[src/btw_params.svh]
// timing, speed, register offset and reset constants for the body timer block
`ifndef BTW_PARAMS_SVH
`define BTW_PARAMS_SVH
`define BTW_CLK_KHZ         100000
`define BTW_TICK_MS         10
`define BTW_TK(ms)          (((ms) + `BTW_TICK_MS - 1) / `BTW_TICK_MS)
`define BTW_INT_MIN_MS      1500
`define BTW_INT_MAX_MS      20000
`define BTW_WASH_MS         600
`define BTW_WIPE_MS         1000
`define BTW_WASH_WIPES      2'h3
`define BTW_ROOM_HOLD_MS    2000
`define BTW_ROOM_FADE_MS    3000
`define BTW_WIN_MS          30000
`define BTW_DEFOG_LONG_MS   720000
`define BTW_DEFOG_SHORT_MS  360000
`define BTW_DEFOG_MEM_MS    600000
`define BTW_BELT_MS         6000
`define BTW_BLINK_MS        300
`define BTW_KEYHOLE_MS      10000
`define BTW_RELAY_MS        500
`define BTW_RKE_LOCK_MIN_MS 30
`define BTW_RKE_LOCK_MAX_MS 70
`define BTW_RKE_UNL_MIN_MS  80
`define BTW_RKE_UNL_MAX_MS  120
`define BTW_MOVE_KMH        8'h05
`define BTW_AUTOLOCK_KMH    8'h32
`define BTW_CRASH_KMH       8'h0f
`define BTW_CTRL_OFS        12'h000
`define BTW_WINT_OFS        12'h004
`define BTW_STAT_OFS        12'h008
`define BTW_CTRL_RST        32'h00000001
`define BTW_WINT_RST        12'h1f4
`define BTW_CTRL_ROOM_BIT   0
`define BTW_NTMR            8
`endif

[src/btw_pkg.sv]
// types shared by the body timer block
package btw_pkg;
    typedef enum logic [3:0] {
        WP_IDLE  = 4'h1,
        WP_WAIT  = 4'h2,
        WP_WIPE  = 4'h4,
        WP_PAUSE = 4'h8
    } btw_wiper_e;
    typedef enum logic [2:0] {
        LK_IDLE   = 3'h1,
        LK_LOCK   = 3'h2,
        LK_UNLOCK = 3'h4
    } btw_lock_e;
    typedef logic [16:0] btw_tmr_t;
endpackage : btw_pkg

[src/btw_body_ctrl.sv]
// body timer and warning controller with apb register slave
//
// Chosen here: the APB slave port and the register offsets.
`timescale 1ns/1ps
`include "btw_params.svh"

// How it works
// wiper pause set from interval, 1.5-20 s
// washer with ignition two starts wiper quickly
// three more wipes after washer releases
// room lamp: door open, hold 2s, fade 3s
// windows enabled 30 s after ignition one off
// driver or passenger door opening restarts the 30 s window
// defogger press with engine runs 12 min
// second press stops defogger at once
// press within 10 min after long gives 6
// belt unfastened at ignition: lamp, chime 6 s
// parking brake lamp flashes while moving
// tail lamps and driver door: buzzer, unlock
// ajar lamp blinks while moving, door open
// key in and driver door: chime, unlock
// driver/passenger lock switch drives all doors
// remote commands act only without key
// remote lock 50 ms, unlock 100 ms pulses
// key hole lamp on, off 10 s later
// at 50 km/h unlocked doors lock
// crash above 15 km/h unlocks doors
// all timing from one 10 ms tick
module btw_body_ctrl #(
    parameter int TICK_CYC = `BTW_TICK_MS * `BTW_CLK_KHZ
) (
    input  wire logic        pclk,
    input  wire logic        presetn,
    input  wire logic        psel,
    input  wire logic        penable,
    input  wire logic        pwrite,
    input  wire logic [11:0] paddr,
    input  wire logic [31:0] pwdata,
    output logic             pready,
    output logic [31:0]      prdata,
    output logic             pslverr,
    input  wire logic        ignition_line_one,
    input  wire logic        ignition_line_two,
    input  wire logic        engine_run,
    input  wire logic        key_in,
    input  wire logic        wiper_int_sw,
    input  wire logic        washer_sw,
    input  wire logic        drv_door_open,
    input  wire logic        pas_door_open,
    input  wire logic        rear_door_open,
    input  wire logic        drv_lock_sw,
    input  wire logic        drv_unlock_sw,
    input  wire logic        pas_lock_sw,
    input  wire logic        pas_unlock_sw,
    input  wire logic        doors_locked,
    input  wire logic        defog_sw,
    input  wire logic        belt_fastened,
    input  wire logic        pbrake_on,
    input  wire logic        tail_sw,
    input  wire logic        crash_in,
    input  wire logic        rke_in,
    input  wire logic [7:0]  speed_kmh,
    output logic             wiper_relay,
    output logic             room_lamp,
    output logic             pwin_enable,
    output logic             defog_relay,
    output logic             belt_lamp,
    output logic             chime,
    output logic             buzzer,
    output logic             pbrake_lamp,
    output logic             ajar_lamp,
    output logic             keyhole_lamp,
    output logic             lock_relay,
    output logic             unlock_relay
);
    localparam int TW = 0, TR = 1, TP = 2, TD = 3, TM = 4, TB = 5, TK = 6, TL = 7;
    localparam btw_pkg::btw_tmr_t WASH_TK  = 17'(`BTW_TK(`BTW_WASH_MS));
    localparam btw_pkg::btw_tmr_t WIPE_TK  = 17'(`BTW_TK(`BTW_WIPE_MS));
    localparam btw_pkg::btw_tmr_t FADE_TK  = 17'(`BTW_TK(`BTW_ROOM_FADE_MS));
    localparam btw_pkg::btw_tmr_t ROOM_TK  = 17'(`BTW_TK(`BTW_ROOM_HOLD_MS + `BTW_ROOM_FADE_MS));
    localparam btw_pkg::btw_tmr_t WIN_TK   = 17'(`BTW_TK(`BTW_WIN_MS));
    localparam btw_pkg::btw_tmr_t LONG_TK  = 17'(`BTW_TK(`BTW_DEFOG_LONG_MS));
    localparam btw_pkg::btw_tmr_t SHORT_TK = 17'(`BTW_TK(`BTW_DEFOG_SHORT_MS));
    localparam btw_pkg::btw_tmr_t MEM_TK   = 17'(`BTW_TK(`BTW_DEFOG_MEM_MS));
    localparam btw_pkg::btw_tmr_t BELT_TK  = 17'(`BTW_TK(`BTW_BELT_MS));
    localparam btw_pkg::btw_tmr_t KEYH_TK  = 17'(`BTW_TK(`BTW_KEYHOLE_MS));
    localparam btw_pkg::btw_tmr_t RELAY_TK = 17'(`BTW_TK(`BTW_RELAY_MS));
    localparam logic [11:0] INT_MIN = 12'(`BTW_TK(`BTW_INT_MIN_MS));
    localparam logic [11:0] INT_MAX = 12'(`BTW_TK(`BTW_INT_MAX_MS));
    localparam logic [5:0]  BLINK_TK = 6'(`BTW_TK(`BTW_BLINK_MS));
    localparam logic [4:0]  RK_L0 = 5'(`BTW_TK(`BTW_RKE_LOCK_MIN_MS));
    localparam logic [4:0]  RK_L1 = 5'(`BTW_TK(`BTW_RKE_LOCK_MAX_MS));
    localparam logic [4:0]  RK_U0 = 5'(`BTW_TK(`BTW_RKE_UNL_MIN_MS));
    localparam logic [4:0]  RK_U1 = 5'(`BTW_TK(`BTW_RKE_UNL_MAX_MS));

    function automatic logic ofs_hit(input logic [11:0] a, input logic [11:0] o);
        ofs_hit = (a == o);
    endfunction : ofs_hit

    logic [31:0]             tick_cnt_reg;
    logic                    tick_reg;
    logic [5:0]              blink_cnt_reg;
    logic                    blink_reg;
    logic [4:0]              pwm_reg;
    logic [31:0]             ctrl_reg;
    logic [11:0]             wint_reg;
    logic [11:0]             wint_eff;
    btw_pkg::btw_tmr_t       tmr_reg [`BTW_NTMR];
    logic [`BTW_NTMR-1:0]    ld;
    btw_pkg::btw_tmr_t       ldv     [`BTW_NTMR];
    btw_pkg::btw_wiper_e     wp_reg;
    btw_pkg::btw_wiper_e     wp_next;
    logic [1:0]              wash_left_reg;
    btw_pkg::btw_lock_e      lk_reg;
    logic                    long_run_reg;
    logic [4:0]              rke_cnt_reg;
    logic                    autolocked_reg;
    logic [15:0]             prev_reg;
    logic                    req_lock;
    logic                    req_unlock;
    logic                    rke_lock;
    logic                    rke_unlock;
    logic                    any_open;
    logic                    moving;
    logic                    defog_press;
    logic                    apb_wr;
    logic                    hit;

    // 10 ms tick; every timer below counts this tick only, except pwm_reg, which counts every pclk
    always_ff @(posedge pclk or negedge presetn) begin
        if (!presetn) begin
            tick_cnt_reg <= 32'h0;
            tick_reg     <= 1'b0;
        end else if (tick_cnt_reg == 32'(TICK_CYC - 1)) begin
            tick_cnt_reg <= 32'h0;
            tick_reg     <= 1'b1;
        end else begin
            tick_cnt_reg <= tick_cnt_reg + 32'h1;
            tick_reg     <= 1'b0;
        end
    end

    always_ff @(posedge pclk or negedge presetn) begin
        if (!presetn) begin
            blink_cnt_reg <= 6'h0;
            blink_reg     <= 1'b0;
            pwm_reg       <= 5'h0;
        end else begin
            pwm_reg <= pwm_reg + 5'h1;
            if (tick_reg) begin
                if (blink_cnt_reg == BLINK_TK - 6'h1) begin
                    blink_cnt_reg <= 6'h0;
                    blink_reg     <= ~blink_reg;
                end else begin
                    blink_cnt_reg <= blink_cnt_reg + 6'h1;
                end
            end
        end
    end

    // input history for edge detection
    always_ff @(posedge pclk or negedge presetn) begin
        if (!presetn) begin
            prev_reg <= 16'h0;
        end else begin
            prev_reg <= {ignition_line_one, washer_sw, drv_door_open, pas_door_open,
                         drv_lock_sw, drv_unlock_sw, pas_lock_sw, pas_unlock_sw,
                         defog_sw, rke_in, crash_in, 5'h0};
        end
    end

    assign any_open    = drv_door_open | pas_door_open | rear_door_open;
    assign moving      = speed_kmh >= `BTW_MOVE_KMH;
    assign defog_press = defog_sw & ~prev_reg[7];
    assign wint_eff    = (wint_reg < INT_MIN) ? INT_MIN :
                         (wint_reg > INT_MAX) ? INT_MAX : wint_reg;

    // one tick-driven down counter per function
    genvar gi;
    generate
        for (gi = 0; gi < `BTW_NTMR; gi++) begin : g_tmr
            always_ff @(posedge pclk or negedge presetn) begin
                if (!presetn) begin
                    tmr_reg[gi] <= 17'h0;
                end else if (ld[gi]) begin
                    tmr_reg[gi] <= ldv[gi];
                end else if (tick_reg && tmr_reg[gi] != 17'h0) begin
                    tmr_reg[gi] <= tmr_reg[gi] - 17'h1;
                end
            end
        end
    endgenerate

    always_comb begin
        wp_next = wp_reg;
        ld      = '0;
        for (int i = 0; i < `BTW_NTMR; i++) begin
            ldv[i] = 17'h0;
        end
        case (wp_reg)
            btw_pkg::WP_IDLE: begin
                if (ignition_line_two && washer_sw && !prev_reg[14]) begin
                    wp_next = btw_pkg::WP_WAIT;
                    ld[TW]  = 1'b1;
                    ldv[TW] = WASH_TK;
                end else if (ignition_line_two && wiper_int_sw) begin
                    wp_next = btw_pkg::WP_WIPE;
                    ld[TW]  = 1'b1;
                    ldv[TW] = WIPE_TK;
                end
            end
            btw_pkg::WP_WAIT: begin
                if (tmr_reg[TW] == 17'h0) begin
                    wp_next = btw_pkg::WP_WIPE;
                    ld[TW]  = 1'b1;
                    ldv[TW] = WIPE_TK;
                end
            end
            btw_pkg::WP_WIPE: begin
                if (tmr_reg[TW] == 17'h0) begin
                    if (washer_sw || wash_left_reg != 2'h0) begin
                        ld[TW]  = 1'b1;
                        ldv[TW] = WIPE_TK;
                    end else if (wiper_int_sw) begin
                        wp_next = btw_pkg::WP_PAUSE;
                        ld[TW]  = 1'b1;
                        ldv[TW] = 17'(wint_eff);
                    end else begin
                        wp_next = btw_pkg::WP_IDLE;
                    end
                end
            end
            btw_pkg::WP_PAUSE: begin
                if (washer_sw && !prev_reg[14]) begin
                    wp_next = btw_pkg::WP_WAIT;
                    ld[TW]  = 1'b1;
                    ldv[TW] = WASH_TK;
                end else if (!wiper_int_sw) begin
                    wp_next = btw_pkg::WP_IDLE;
                end else if (tmr_reg[TW] == 17'h0) begin
                    wp_next = btw_pkg::WP_WIPE;
                    ld[TW]  = 1'b1;
                    ldv[TW] = WIPE_TK;
                end
            end
            default: wp_next = btw_pkg::WP_IDLE;
        endcase
        if (!ignition_line_two) begin
            wp_next = btw_pkg::WP_IDLE;
        end
        // door open keeps the room timer full; closing starts hold then fade
        ld[TR]  = any_open & ctrl_reg[`BTW_CTRL_ROOM_BIT];
        ldv[TR] = ROOM_TK;
        ld[TP]  = (!ignition_line_one && prev_reg[15])
                  || (tmr_reg[TP] != 17'h0 && ((drv_door_open && !prev_reg[13])
                      || (pas_door_open && !prev_reg[12])));
        ldv[TP] = WIN_TK;
        if (defog_press && tmr_reg[TD] != 17'h0) begin
            ld[TD] = 1'b1;
        end else if (defog_press && engine_run) begin
            ld[TD]  = 1'b1;
            ldv[TD] = (tmr_reg[TM] != 17'h0) ? SHORT_TK : LONG_TK;
        end
        ld[TM]  = tick_reg && long_run_reg && tmr_reg[TD] == 17'h1;
        ldv[TM] = MEM_TK;
        ld[TB]  = ignition_line_one && !prev_reg[15] && !belt_fastened;
        ldv[TB] = BELT_TK;
        ld[TK]  = drv_door_open;
        ldv[TK] = KEYH_TK;
        ld[TL]  = (req_lock || req_unlock) && lk_reg == btw_pkg::LK_IDLE;
        ldv[TL] = RELAY_TK;
    end

    always_ff @(posedge pclk or negedge presetn) begin
        if (!presetn) begin
            wp_reg        <= btw_pkg::WP_IDLE;
            wash_left_reg <= 2'h0;
        end else begin
            wp_reg <= wp_next;
            if (wp_reg == btw_pkg::WP_WAIT || washer_sw) begin
                wash_left_reg <= `BTW_WASH_WIPES;
            end else if (wp_reg == btw_pkg::WP_WIPE && tmr_reg[TW] == 17'h0
                         && wash_left_reg != 2'h0) begin
                wash_left_reg <= wash_left_reg - 2'h1;
            end
        end
    end

    // defogger: remember whether the current run is the long one
    always_ff @(posedge pclk or negedge presetn) begin
        if (!presetn) begin
            long_run_reg <= 1'b0;
        end else if (ld[TD]) begin
            long_run_reg <= ldv[TD] == LONG_TK;
        end
    end

    // remote pulse width in ticks, classified on its falling edge
    always_ff @(posedge pclk or negedge presetn) begin
        if (!presetn) begin
            rke_cnt_reg <= 5'h0;
        end else if (!rke_in) begin
            rke_cnt_reg <= 5'h0;
        end else if (tick_reg && rke_cnt_reg != 5'h1f) begin
            rke_cnt_reg <= rke_cnt_reg + 5'h1;
        end
    end
    assign rke_lock   = !rke_in && prev_reg[6] && rke_cnt_reg >= RK_L0
                        && rke_cnt_reg <= RK_L1;
    assign rke_unlock = !rke_in && prev_reg[6] && rke_cnt_reg >= RK_U0
                        && rke_cnt_reg <= RK_U1;

    always_ff @(posedge pclk or negedge presetn) begin
        if (!presetn) begin
            autolocked_reg <= 1'b0;
        end else if (speed_kmh < `BTW_AUTOLOCK_KMH) begin
            autolocked_reg <= 1'b0;
        end else if (!doors_locked) begin
            autolocked_reg <= 1'b1;
        end
    end

    // unlock outranks lock: a simultaneous lock request never masks an unlock
    assign req_unlock = (drv_unlock_sw && !prev_reg[10]) || (pas_unlock_sw && !prev_reg[8])
                        || (!key_in && rke_unlock)
                        || (crash_in && !prev_reg[5] && speed_kmh > `BTW_CRASH_KMH)
                        || (drv_door_open && !prev_reg[13] && doors_locked
                            && (tail_sw || key_in));
    assign req_lock   = (drv_lock_sw && !prev_reg[11]) || (pas_lock_sw && !prev_reg[9])
                        || (!key_in && rke_lock)
                        || (!autolocked_reg && !doors_locked
                            && speed_kmh >= `BTW_AUTOLOCK_KMH);

    always_ff @(posedge pclk or negedge presetn) begin
        if (!presetn) begin
            lk_reg <= btw_pkg::LK_IDLE;
        end else begin
            case (lk_reg)
                btw_pkg::LK_IDLE: begin
                    if (req_unlock) begin
                        lk_reg <= btw_pkg::LK_UNLOCK;
                    end else if (req_lock) begin
                        lk_reg <= btw_pkg::LK_LOCK;
                    end
                end
                btw_pkg::LK_LOCK, btw_pkg::LK_UNLOCK: begin
                    if (tmr_reg[TL] == 17'h0) begin
                        lk_reg <= btw_pkg::LK_IDLE;
                    end
                end
                default: lk_reg <= btw_pkg::LK_IDLE;
            endcase
        end
    end

    always_ff @(posedge pclk or negedge presetn) begin
        if (!presetn) begin
            wiper_relay  <= 1'b0;
            room_lamp    <= 1'b0;
            pwin_enable  <= 1'b0;
            defog_relay  <= 1'b0;
            belt_lamp    <= 1'b0;
            chime        <= 1'b0;
            buzzer       <= 1'b0;
            pbrake_lamp  <= 1'b0;
            ajar_lamp    <= 1'b0;
            keyhole_lamp <= 1'b0;
            lock_relay   <= 1'b0;
            unlock_relay <= 1'b0;
        end else begin
            wiper_relay  <= wp_reg == btw_pkg::WP_WIPE;
            // fade by pwm duty shrinking with the remaining fade time
            room_lamp    <= tmr_reg[TR] > FADE_TK
                            || (tmr_reg[TR] != 17'h0 && pwm_reg < tmr_reg[TR][8:4]);
            // load term bridges the cycle in which the timer is still empty
            pwin_enable  <= ignition_line_one || ld[TP] || tmr_reg[TP] != 17'h0;
            defog_relay  <= tmr_reg[TD] != 17'h0;
            belt_lamp    <= tmr_reg[TB] != 17'h0;
            chime        <= blink_reg && (tmr_reg[TB] != 17'h0
                                          || (drv_door_open && key_in));
            buzzer       <= blink_reg && drv_door_open && tail_sw;
            pbrake_lamp  <= blink_reg && moving && pbrake_on;
            ajar_lamp    <= blink_reg && moving && any_open;
            keyhole_lamp <= drv_door_open || tmr_reg[TK] != 17'h0;
            lock_relay   <= lk_reg == btw_pkg::LK_LOCK;
            unlock_relay <= lk_reg == btw_pkg::LK_UNLOCK;
        end
    end

    // apb slave: answer prepared in setup, so access phase completes at once
    assign hit    = ofs_hit(paddr, `BTW_CTRL_OFS) || ofs_hit(paddr, `BTW_WINT_OFS)
                    || ofs_hit(paddr, `BTW_STAT_OFS);
    assign apb_wr = psel && penable && pready && pwrite;

    always_ff @(posedge pclk or negedge presetn) begin
        if (!presetn) begin
            pready  <= 1'b0;
            prdata  <= 32'h0;
            pslverr <= 1'b0;
        end else begin
            pready  <= psel && !penable;
            pslverr <= psel && !penable && !hit;
            prdata  <= 32'h0;
            if (psel && !penable && !pwrite) begin
                if (ofs_hit(paddr, `BTW_CTRL_OFS)) begin
                    prdata <= ctrl_reg;
                end else if (ofs_hit(paddr, `BTW_WINT_OFS)) begin
                    prdata <= {20'h0, wint_reg};
                end else if (ofs_hit(paddr, `BTW_STAT_OFS)) begin
                    prdata <= {20'h0, wiper_relay, room_lamp, pwin_enable, defog_relay,
                               belt_lamp, chime, buzzer, pbrake_lamp, ajar_lamp,
                               keyhole_lamp, lock_relay, unlock_relay};
                end
            end
        end
    end

    always_ff @(posedge pclk or negedge presetn) begin
        if (!presetn) begin
            ctrl_reg <= `BTW_CTRL_RST;
            wint_reg <= `BTW_WINT_RST;
        end else if (apb_wr && ofs_hit(paddr, `BTW_CTRL_OFS)) begin
            ctrl_reg <= {31'h0, pwdata[`BTW_CTRL_ROOM_BIT]};
        end else if (apb_wr && ofs_hit(paddr, `BTW_WINT_OFS)) begin
            wint_reg <= pwdata[11:0];
        end
    end

    a_win_load: assert property (@(posedge pclk) disable iff (!presetn)
        $fell(ignition_line_one) |=> tmr_reg[TP] == WIN_TK)
        else $error("window timer not loaded on ignition off");
    a_win_door: assert property (@(posedge pclk) disable iff (!presetn)
        tmr_reg[TP] != 17'h0 && ($rose(drv_door_open) || $rose(pas_door_open))
        |=> tmr_reg[TP] == WIN_TK)
        else $error("window timer not restarted by door");
    a_win_out: assert property (@(posedge pclk) disable iff (!presetn)
        tmr_reg[TP] != 17'h0 |=> pwin_enable)
        else $error("windows disabled while timer runs");
    a_defog_stop: assert property (@(posedge pclk) disable iff (!presetn)
        defog_press && tmr_reg[TD] != 17'h0 |=> ##1 !defog_relay)
        else $error("defogger not stopped by second press");
    a_defog_len: assert property (@(posedge pclk) disable iff (!presetn)
        defog_press && engine_run && tmr_reg[TD] == 17'h0
        |=> tmr_reg[TD] == (($past(tmr_reg[TM]) != 17'h0) ? SHORT_TK : LONG_TK))
        else $error("defogger run length wrong");
    a_belt_start: assert property (@(posedge pclk) disable iff (!presetn)
        $rose(ignition_line_one) && !belt_fastened |=> ##1 belt_lamp)
        else $error("belt lamp not lit");
    a_rke_keyed: assert property (@(posedge pclk) disable iff (!presetn)
        lk_reg == btw_pkg::LK_IDLE && key_in && rke_lock && !req_unlock
        && !(drv_lock_sw && !prev_reg[11]) && !(pas_lock_sw && !prev_reg[9])
        && !(!autolocked_reg && !doors_locked && speed_kmh >= `BTW_AUTOLOCK_KMH)
        |=> lk_reg == btw_pkg::LK_IDLE)
        else $error("remote lock acted with key inserted");
    a_lock_pri: assert property (@(posedge pclk) disable iff (!presetn)
        lk_reg == btw_pkg::LK_IDLE && req_unlock |=> lk_reg == btw_pkg::LK_UNLOCK
        ##1 unlock_relay)
        else $error("unlock request not served");
    a_wash_go: assert property (@(posedge pclk) disable iff (!presetn)
        wp_reg == btw_pkg::WP_WAIT && tmr_reg[TW] == 17'h0 && ignition_line_two
        |=> wp_reg == btw_pkg::WP_WIPE ##1 wiper_relay)
        else $error("washer wipe did not start");
    a_keyhole: assert property (@(posedge pclk) disable iff (!presetn)
        drv_door_open |=> keyhole_lamp)
        else $error("key hole lamp off with door open");
    a_park_flash: assert property (@(posedge pclk) disable iff (!presetn)
        !(pbrake_on && moving) |=> !pbrake_lamp)
        else $error("brake lamp flashes without cause");

endmodule : btw_body_ctrl

[config.mk]
export PLATFORM = sky130hd
export DESIGN_NAME = btw_body_ctrl
export DESIGN_NICKNAME = d
export VERILOG_FILES = /design/src/btw_pkg.sv /design/src/btw_body_ctrl.sv
export VERILOG_INCLUDE_DIRS = /design/src
export SDC_FILE = /design/constraint.sdc
export NUM_CORES = 1
export LEC_CHECK = 0
export ABC_AREA = 1
export BUFFER_PORTS_ARGS = -buffer_cell sky130_fd_sc_hd__buf_2
export CAP_MARGIN = 20
export CORE_MARGIN = 5
export CORE_UTILIZATION = 40
export DETAILED_ROUTE_END_ITERATION = 12
export GPL_TIMING_DRIVEN = 0
export SETUP_SLACK_MARGIN = 0.05
export SYNTH_ARGS = -nofsm -noshare
export SYNTH_HDL_FRONTEND = slang
export SYNTH_SLANG_ARGS = --single-unit
[constraint.sdc]
create_clock -name pclk -period 3.3 [get_ports pclk]
set_input_delay 0.33 -clock pclk [delete_from_list [all_inputs] [get_ports pclk]]
set_output_delay 0.33 -clock pclk [all_outputs]
set_load 0.005 [all_outputs]
==> run summary, run 1 <==
Mapped Cells = 1,852
DRC = 0
Final HPWL DP = 26,500 µm
Main synth FF type = dfrtp_1
Die height = 198 µm
DR pass1 iterations = 5
Setup TNS = 0 ns
Initial DRC Count = 816
I/O pin count = 123
Largest net degree at the start of global routing = 118
Inserted Diodes = 0
Critical Path Source Type = flip-flop
Peak supply drop = 0.395 mV
CTS max path bufs = 3
Skew-Pair Late Insertion Delay = 0.56 ns
Distinct cells, synth = 51
Setup bufs post-CTS = 0
Worst setup skew after layout = 0.0245 ns
Worst slew margin = 0.350
CTS tree = yes
Fin nets = 2,100
Pins over their slew limit = 0
Via count = 12,300
Fin util = 0.473
Number of cell rows = 68
Avg Inst Size Synth = 7.61 µm²
Root Driver = clkbuf_16
Total CTS buffers = 29
Final WL = 35,200 µm
Arr. time, crit path = 2.65 ns
# setup viols final = 0
WHS = 0.0239 ns
Seq cells post-synth = 247
H-Tree Level Count = 1
GRT overflow = 0
GRT Total Usage = 0.180
Run status = finished clean
Final setup margin = 1.08 ns
Non-filler cells, final = 2,478
Clk sinks = 247
GPL Wtd Cong = 0.898
Post-DRT Antenna Nets = 0
Port buffer count = 81
Share of layout cells above drive strength 1 = 0.109
RSZ-0062 raised after global routing = false
Vias in the first global route = 12,100
Max_cap viols = 0
Pwr Density = 504 nW/µm²
Async SR Flop Fraction = 1.00
CTS clk-pin slew, worst paths = 0.06 ns
LEAKAGE = 8.15 nW
Post-cts repair resize count = 0
DR vias/cell = 4.95
Max FFs per register = 136
Hold Vio Cnt, Final = 0
Critical Path Fanout Max = 6
Largest cells by area after synthesis = dfrtp_1 42%, nand2_1 10%, nor2_1 7.2%
Top-count cell post-synth = nand2_1
Area leader, netlist = dfrtp_1
Post-synth top cells = 387 x nand2_1, 271 x nor2_1, 243 x inv_1
Initial antenna violation count = 0
Number of enable flip-flop cells after synthesis = 0
First-pass GRT wire length = 59,500 µm
WS Path Type = reg2reg
Worst min path class = in2reg
Max Fclk = 450 MHz
Fin crit period = 2.22 ns
Avg WL per Cell = 14.2 µm
Dpl cells = 2,409
Measured slew at the worst slew-check pin = 0.971 ns
Layout overhead on the synthesized area = 16.3%
Final Cycle Share = 0.673
Dpl ws = 1.10 ns
Cell Area, Synth = 14,100 µm²
Initial Utilization = 0.407
Yosys top cell area share = 0.423
Die area = 39,100 µm²
Die Span X = 198 µm
Syn. warnings = 0
CP endpoint kind = flip-flop
Total core area = 34,600 µm²
Cts hold-fix bufs = 15
Register area share after synthesis = 0.439
Req. time, crit path = 3.73 ns
## worst max-delay path, cell delays in order, from the launching register on
cell,delay [ns]
dfrtp_1,0.42
inv_1,0.15
ha_1,0.21
inv_1,0.05
nor2_1,0.08
nand2_1,0.07
nor2_2,0.17
nand2_2,0.14
nand2_1,0.24
nand4_1,0.33
nand3_1,0.19
nand2_1,0.07
## final timing paths
check | start | endpoint | slack (ns) | cells after the start
max in group asynchronous | presetn | tmr_reg[134]$_DFFE_PN0P_ | 2.05 | 3
min | tail_sw | buzzer$_DFF_PN0_ | 0.02 | 2
max reg2reg | tmr_reg[119]$_DFFE_PN0P_ | tmr_reg[124]$_DFFE_PN0P_ | 1.08 | 11
min reg2reg | lk_reg[2]$_DFFE_PN0P_ | lock_relay$_DFF_PN0_ | 0.45 | 1
min in group asynchronous | presetn | tick_cnt_reg[5]$_DFF_PN0_ | 0.28 | 2
max | tmr_reg[119]$_DFFE_PN0P_ | tmr_reg[124]$_DFFE_PN0P_ | 1.08 | 11
## placed cells by master, fill, tap and decap left out, types with 5 or more instances in the layout
cell type      Yosys  routed
xor2_1            74      74
o21ai_1            7       7
nand2_1          387     387
ha_1              23      23
a21oi_1           63      63
clkbuf_1           7      14
conb_1             1      20
nand4_1           35      35
a31oi_1            5       5
o21a_1             8       8
nand3b_1          19      19
clkbuf_16          0      29
nor2_2            10      10
o22ai_1            8       8
nor3_1            60      60
buf_4             22      22
inv_1            243     243
o21ai_0           91      91
o211ai_1          15      15
o31ai_1           17      17
nor4_1             6       6
dfstp_2            9       9
nor2_4             7       7
buf_2             12      92
clkbuf_8           0      10
xnor2_1           24      24
nand3_1          139     139
dlygate4sd3_1      0      15
nand2_2            9       9
dfrtp_1          238     238
nor2_1           271     271
## layout make-up
class | count | area (µm²)
timing repair buffer | 98 | 621
tap | 455 | 569
multi-input combinational | 1330 | 6750
buffer | 44 | 279
fill | 3455 | 18200
sequential | 247 | 6190
clock inverter | 8 | 148
inverter | 250 | 943
clock buffer | 46 | 890
## per-stage QoR
step / instance area (µm²) / total power [mW]
floorplan: 14200 / 4.44
global placement: 15100 / 4.83
detailed placement: 15200 / 4.87
CTS: 16400 / 8.38
global route: 16400 / 8.73
finish: 16400 / 8.26
## cells by family after synthesis
logic type | share of synthesized area
and+or+nand+nor | 0.305
other | 0.000266
buffers and inverters | 0.0867
adders and majority gates | 0.0204
xor gates and xnor gates | 0.0609
DFF | 0.439
AOI/OAI and AO/OA | 0.0876
## report_power, final
group          switching [mW]  internal (mW)
logic                   0.914          0.509
clock network            1.28           2.15
registers               0.190           3.22
total                    2.38           5.88
## per-layer routing
layer  wire length [µm]  vias up  track usage
met3               1610       49       0.0267
met2              17000      218        0.310
met5                  0        -            0
met4                740        0       0.0408
met1              15800     5759        0.240
li1                   -     6232            -
No activity file was read; power rests on OpenSTA's default activity.
==> run 2: changes to the inputs <==
Clock period 3.3 ns to 1.8 ns, I/O delays scaled along.
==> run summary, run 2 (synthesis results as in run 1) <==
Max FFs per register = 136 (unchanged)
R2R Setup Slk = -0.14 ns (-1.22 ns)
Avg WL per Cell = 14.6 µm (+3.2%)
First-pass GRT wire length = 61,700 µm (+3.7%)
RSZ-0062 raised after global routing = true
Final Cycle Share = 1.08 (+0.406)
Reg2reg end = tmr_reg[129]$_DFFE_PN0P_
Initial Utilization = 0.407 (unchanged)
DR pass1 iterations = 7 (+2)
R2R Path Start = tmr_reg[119]$_DFFE_PN0P_
Measured slew at the worst slew-check pin = 0.625 ns (-0.346 ns)
GPL Wtd Cong = 0.891 (-0.80%)
Pwr Density = 870 nW/µm² (+73%)
GRT Total Usage = 0.187 (+0.00696)
Arr. time, crit path = 2.37 ns (-0.28 ns)
CTS max path bufs = 3 (unchanged)
CTS clk-pin slew, worst paths = 0.07 ns (about the same)
Vias in the first global route = 12,400 (+2.0%)
Fill count = 3,251 (-5.9%)
WS Path Type = reg2reg
Hold Path Stages = 4 (+2)
WHS = 0.0217 ns (-0.00217 ns)
Hold Vio Cnt, Final = 0 (unchanged)
Post-DRT Antenna Nets = 0 (unchanged)
Via count = 12,800 (+4.7%)
Crit path to = tmr_reg[129]$_DFFE_PN0P_
Initial DRC Count = 729 (-11%)
Die Span X = 198 µm (unchanged)
Initial antenna violation count = 1 (+1)
Peak supply drop = 0.694 mV (+76%)
Final setup margin = -0.142 ns (-1.22 ns)
Slowest stage cell on the critical path = dfrtp_1
Layout overhead on the synthesized area = 31.0%
Final WL = 38,000 µm (+8.0%)
Run status = finished with violations
# setup viols final = 18 (+18)
Worst slew margin = 0.583 (+0.234)
DRC = 0 (unchanged)
Pins over their slew limit = 0 (unchanged)
Final HPWL DP = 26,100 µm (-1.5%)
Levels on crit path = 12 (+1)
Max_cap viols = 0 (unchanged)
Critical Path Fanout Max = 4 (-2)
Root Driver = clkbuf_16
CP endpoint kind = flip-flop
Failing checks = setup timing
Number of cell rows = 68 (unchanged)
CP top delay family = simple AND/OR/NAND/NOR gates
Critical path origin = tmr_reg[119]$_DFFE_PN0P_
Worst setup skew after layout = 0.0170 ns (-0.00750 ns)
Fin util = 0.533 (+0.0598)
Port buffer count = 81 (unchanged)
Most frequent cells in the layout = 338 x nand2_1, 232 x dfrtp_1, 231 x nor2_1
Design area = 18,500 µm² (+13%)
Total core area = 34,600 µm² (unchanged)
Fin nets = 2,216 (+5.5%)
CP bufs+invs = 4 (+2)
Critical Path Source Type = flip-flop
Clk sinks = 247 (unchanged)
Share of layout cells above drive strength 1 = 0.234 (+0.125)
Critical Path Max Stage Delay = 0.40 ns (-0.02 ns)
Total CTS buffers = 29 (unchanged)
Die height = 198 µm (unchanged)
Req. time, crit path = 2.23 ns (-1.50 ns)
Inserted Diodes = 0 (unchanged)
Largest net degree at the start of global routing = 116 (-1.7%)
GRT overflow = 0 (unchanged)
Skew-Pair Late Insertion Delay = 0.55 ns (about the same)
Die area = 39,100 µm² (unchanged)
I/O pin count = 123 (unchanged)
LEAKAGE = 8.94 nW (+9.7%)
R2R depth = 12 (+1)
CP cell instances = inv_2, ha_4, inv_2, nor2_1, nand2_1, nor2_4, nand4_1, buf_4, nand4_1, inv_1, nand2_1, nand3_2
Most common cell after layout, fill and taps aside = nand2_1
Placed Instance Area = 15,200 µm² (+0.13%)
CTS tree = yes
Worst min path class = in2reg
Max Fclk = 515 MHz (+14%)
DR vias/cell = 4.95 (about the same)
Dpl ws = -0.414 ns (-1.51 ns)
Fin crit period = 1.94 ns (-0.278 ns)
H-Tree Level Count = 1 (unchanged)
[run 2: cell count changes in the layout (fill, tap and decap cells not counted), sizes merged]
cell,delta
buf,+98
bufinv,+1
clkbuf,-7
clkinv,+5
clkinvlp,+1
dlygate4sd3,+19
inv,-1
[run 2: layout make-up]
cell class / instances / area, µm² / area share
Multi-Input combinational cell: 1330 / 7690 / 0.416
Sequential cell: 247 / 6200 / 0.336
Clock inverter: 14 / 206 / 0.0112
Tap cell: 455 / 569 / 0.0308
Inverter: 250 / 982 / 0.0532
Timing Repair Buffer: 216 / 1650 / 0.0894
Clock buffer: 40 / 807 / 0.0437
Buffer: 42 / 360 / 0.0195
[run 2: repair_timing]
item	CTS	global route
resized for setup	122	215
pin swaps	36	63
setup endpoints to repair	144	163
setup buffers	51	43
hold buffers	34	0
hold endpoints to repair	102	0
cloned	0	5
[run 2: per-layer routing]
layer	track usage	up-vias	wire length, µm
li1	-	6476	-
met1	0.261	6032	17600
met2	0.308	260	17600
met3	0.0238	70	1550
met4	0.0485	2	1170
met5	0	-	20
[run 2: worst min path at each step]
stage | start | endpoint | slack [ns]
after global routing | doors_locked | autolocked_reg$_DFFE_PN0P_ | 0.03
after global placement | defog_sw | prev_reg[7]$_DFF_PN0_ | 0.30
final | speed_kmh[7] | autolocked_reg$_DFFE_PN0P_ | 0.02
after CTS | doors_locked | autolocked_reg$_DFFE_PN0P_ | 0.004
after floorplan | presetn | ajar_lamp$_DFF_PN0_ | -0.12
after detailed placement | presetn | wp_reg[2]$_DFFE_PN0P_ | 0.16
[run 2: report_power, final]
part | total (mW) | switching, mW | internal (mW) | leakage [nW]
combinational | 3.59 | 2.08 | 1.51 | 5.30
sequential | 6.23 | 0.324 | 5.90 | 3.14
clock | 6.24 | 2.39 | 3.85 | 0.501
[run 2: tightest hold or removal path, stage by stage]
cell and delay (ns):
buf_2 0.08, nor2_1 0.05, nand2_1 0.10, o21a_1 0.12
[run 2: stage by stage]
| step | TNS, ns | instances | power (mW) |
|---|---|---|---|
| finish | -1.65 | 2594 | 16.1 |
| floorplan | 0 | 1871 | 8.14 |
| CTS | -0.802 | 2548 | 15.7 |
| global placement | -1012.54 | 2407 | 8.86 |
| detailed placement | -23.99 | 2410 | 8.91 |
| global route | -4.82 | 2594 | 16.9 |
==> run 3: changes to the inputs <==
Settings changed: BUFFER_PORTS_ARGS -buffer_cell sky130_fd_sc_hd__buf_2 to unset, CORE_UTILIZATION 40 to 30, DONT_BUFFER_PORTS set to 1.
Clock period 1.8 ns to 2.5 ns, I/O delays scaled along.
==> run summary, run 3 (synthesis results as in run 1) <==
Run status = finished with violations
Failing checks = hold timing
Pwr Density = 654 nW/µm² (-25%)
Arr. time, crit path = 2.69 ns (+0.32 ns)
Initial Utilization = 0.303 (-0.104)
Peak supply drop = 0.643 mV (-7.4%)
Die Span X = 227 µm (+15%)
Max_cap viols = 0 (unchanged)
Clk sinks = 247 (unchanged)
Via count = 12,200 (-5.3%)
Setup bufs post-CTS = 0 (-100%)
Final HPWL DP = 26,200 µm (+0.35%)
Post-DRT Antenna Nets = 0 (unchanged)
First-pass GRT wire length = 59,400 µm (-3.6%)
R2R Path Start = tmr_reg[119]$_DFFE_PN0P_
Final Cycle Share = 0.901
RSZ-0062 raised after global routing = false
Share of layout cells above drive strength 1 = 0.0694 (-0.164)
CTS max path bufs = 3 (unchanged)
Largest net degree at the start of global routing = 248 (+110%)
GRT overflow = 0 (unchanged)
Final setup margin = 0.247 ns (+0.390 ns)
R2R depth = 11 (-1)
Final WL = 36,000 µm (-5.3%)
LEAKAGE = 7.82 nW (-13%)
Max Fclk = 444 MHz
CTS clk-pin slew, worst paths = 0.06 ns (about the same)
# setup viols final = 0 (-18)
Layout overhead on the synthesized area = 15.4%
Critical Path Source Type = primary input
CP endpoint kind = flip-flop
DR vias/cell = 4.74 (-4.2%)
Hold Vio Cnt, Final = 247 (+247)
Design area = 16,300 µm² (-12%)
Reg2reg end = tmr_reg[120]$_DFFE_PN0P_
Total core area = 46,600 µm² (+34%)
I/O pin count = 123 (unchanged)
Fill count = 4,829 (+49%)
R2R Setup Slk = 0.29 ns (+0.43 ns)
Die height = 227 µm (+15%)
Critical path origin = speed_kmh[4]
Fin nets = 2,037 (-8.1%)
Initial DRC Count = 936 (+28%)
Skew-Pair Late Insertion Delay = 0.56 ns (about the same)
GRT Total Usage = 0.139 (-0.0473)
Die area = 51,400 µm² (+32%)
Vias in the first global route = 11,800 (-4.5%)
Worst min path class = in2async
Measured slew at the worst slew-check pin = 1.08 ns (+0.452 ns)
DRC = 0 (unchanged)
Area of the multi-input gates = 6750 µm² (-12%)
Initial antenna violation count = 1 (unchanged)
Crit path to = autolocked_reg$_DFFE_PN0P_
Worst setup skew after layout = 0.0122 ns (-0.00483 ns)
Inserted Diodes = 0 (unchanged)
Root Driver = clkbuf_16
Final Total Pwr = 10.6 mW (-34%)
CTS tree = yes
Req. time, crit path = 2.94 ns (+0.71 ns)
Setup TNS = 0 ns (+1.65 ns)
Worst slew margin = 0.279 (-0.305)
Fin crit period = 2.25 ns
WS Path Type = in2reg
Max FFs per register = 136 (unchanged)
Critical Path Fanout Max = 2 (-2)
WHS = -0.593 ns (-0.614 ns)
DR pass1 iterations = 5 (-2)
Number of cell rows = 79 (+16%)
H-Tree Level Count = 1 (unchanged)
Cts hold-fix bufs = 36 (+5.9%)
Avg WL per Cell = 14.0 µm (-4.3%)
GPL Wtd Cong = 0.920 (+3.3%)
Pins over their slew limit = 0 (unchanged)
Register area = 6190 µm² (-0.12%)
Most frequent cells in the layout = 386 x nand2_1, 271 x nor2_1, 243 x inv_1
Total CTS buffers = 28 (-3.4%)
Placed Instance Area = 14,900 µm² (-2.0%)
Port buffer count = 0 (-100%)
Dpl ws = 0.283 ns (+0.697 ns)
Most common cell after layout, fill and taps aside = nand2_1
## run 3: worst min-delay path by stage
stage / startpoint / end / cells past startpoint
4_1_cts: presetn / tmr_reg[103]$_DFFE_PN0P_ / 0
5_1_grt: presetn / rke_cnt_reg[0]$_DFFE_PN0P_ / 0
2_1_floorplan: presetn / ajar_lamp$_DFF_PN0_ / 0
6_report: presetn / rke_cnt_reg[0]$_DFFE_PN0P_ / 0
3_3_place_gp: presetn / rke_cnt_reg[1]$_DFFE_PN0P_ / 0
3_5_place_dp: presetn / prev_reg[11]$_DFF_PN0_ / 0
## run 3: per-layer routing
| metal | up-vias | GRT usage | part of all wire |
|---|---|---|---|
| li1 | 6110 | - | - |
| met3 | 68 | 0.0302 | 0.070 |
| met5 | - | 0 | 0.00089 |
| met2 | 293 | 0.220 | 0.44 |
| met4 | 2 | 0.0404 | 0.030 |
| met1 | 5692 | 0.194 | 0.46 |
## run 3: layout make-up
class | instances | share of cell area
well taps | 607 | 0.0467
plain buffers | 44 | 0.0172
multi-input cells | 1330 | 0.415
clock buffers | 40 | 0.0496
clock inverters | 12 | 0.0105
repair buffers | 36 | 0.0222
flip-flops and latches | 247 | 0.381
inverters | 250 | 0.0580
## run 3: report_power, final
part	switching, mW	internal [mW]	total [mW]
Clock	1.73	2.66	4.39
Sequential	0.258	4.25	4.51
Combinational	1.10	0.644	1.74
## run 3: critical path, cell delays in order
cell and delay (ns):
dlygate4sd3_1 0.53, nand3_1 0.08, dlygate4sd3_1 0.54, nand2_1 0.07, dlygate4sd3_1 0.56, o21a_1 0.10
dlygate4sd3_1 0.55
## run 3: repair_timing
item                                    in CTS  in global routing
endpoints found under the setup margin       0                  4
hold endpoints to repair                   293                247
resized for setup                            0                  1
## run 3: through the flow
stage | hold WS, ns | util | cells
floorplan | -0.0456 | - | 1871
global placement | -0.0183 | 0.321 | 2478
detailed placement | -0.0249 | 0.321 | 2478
CTS | -0.630 | 0.349 | 2566
global route | -0.625 | 0.349 | 2566
finish | -0.593 | 0.349 | 2566
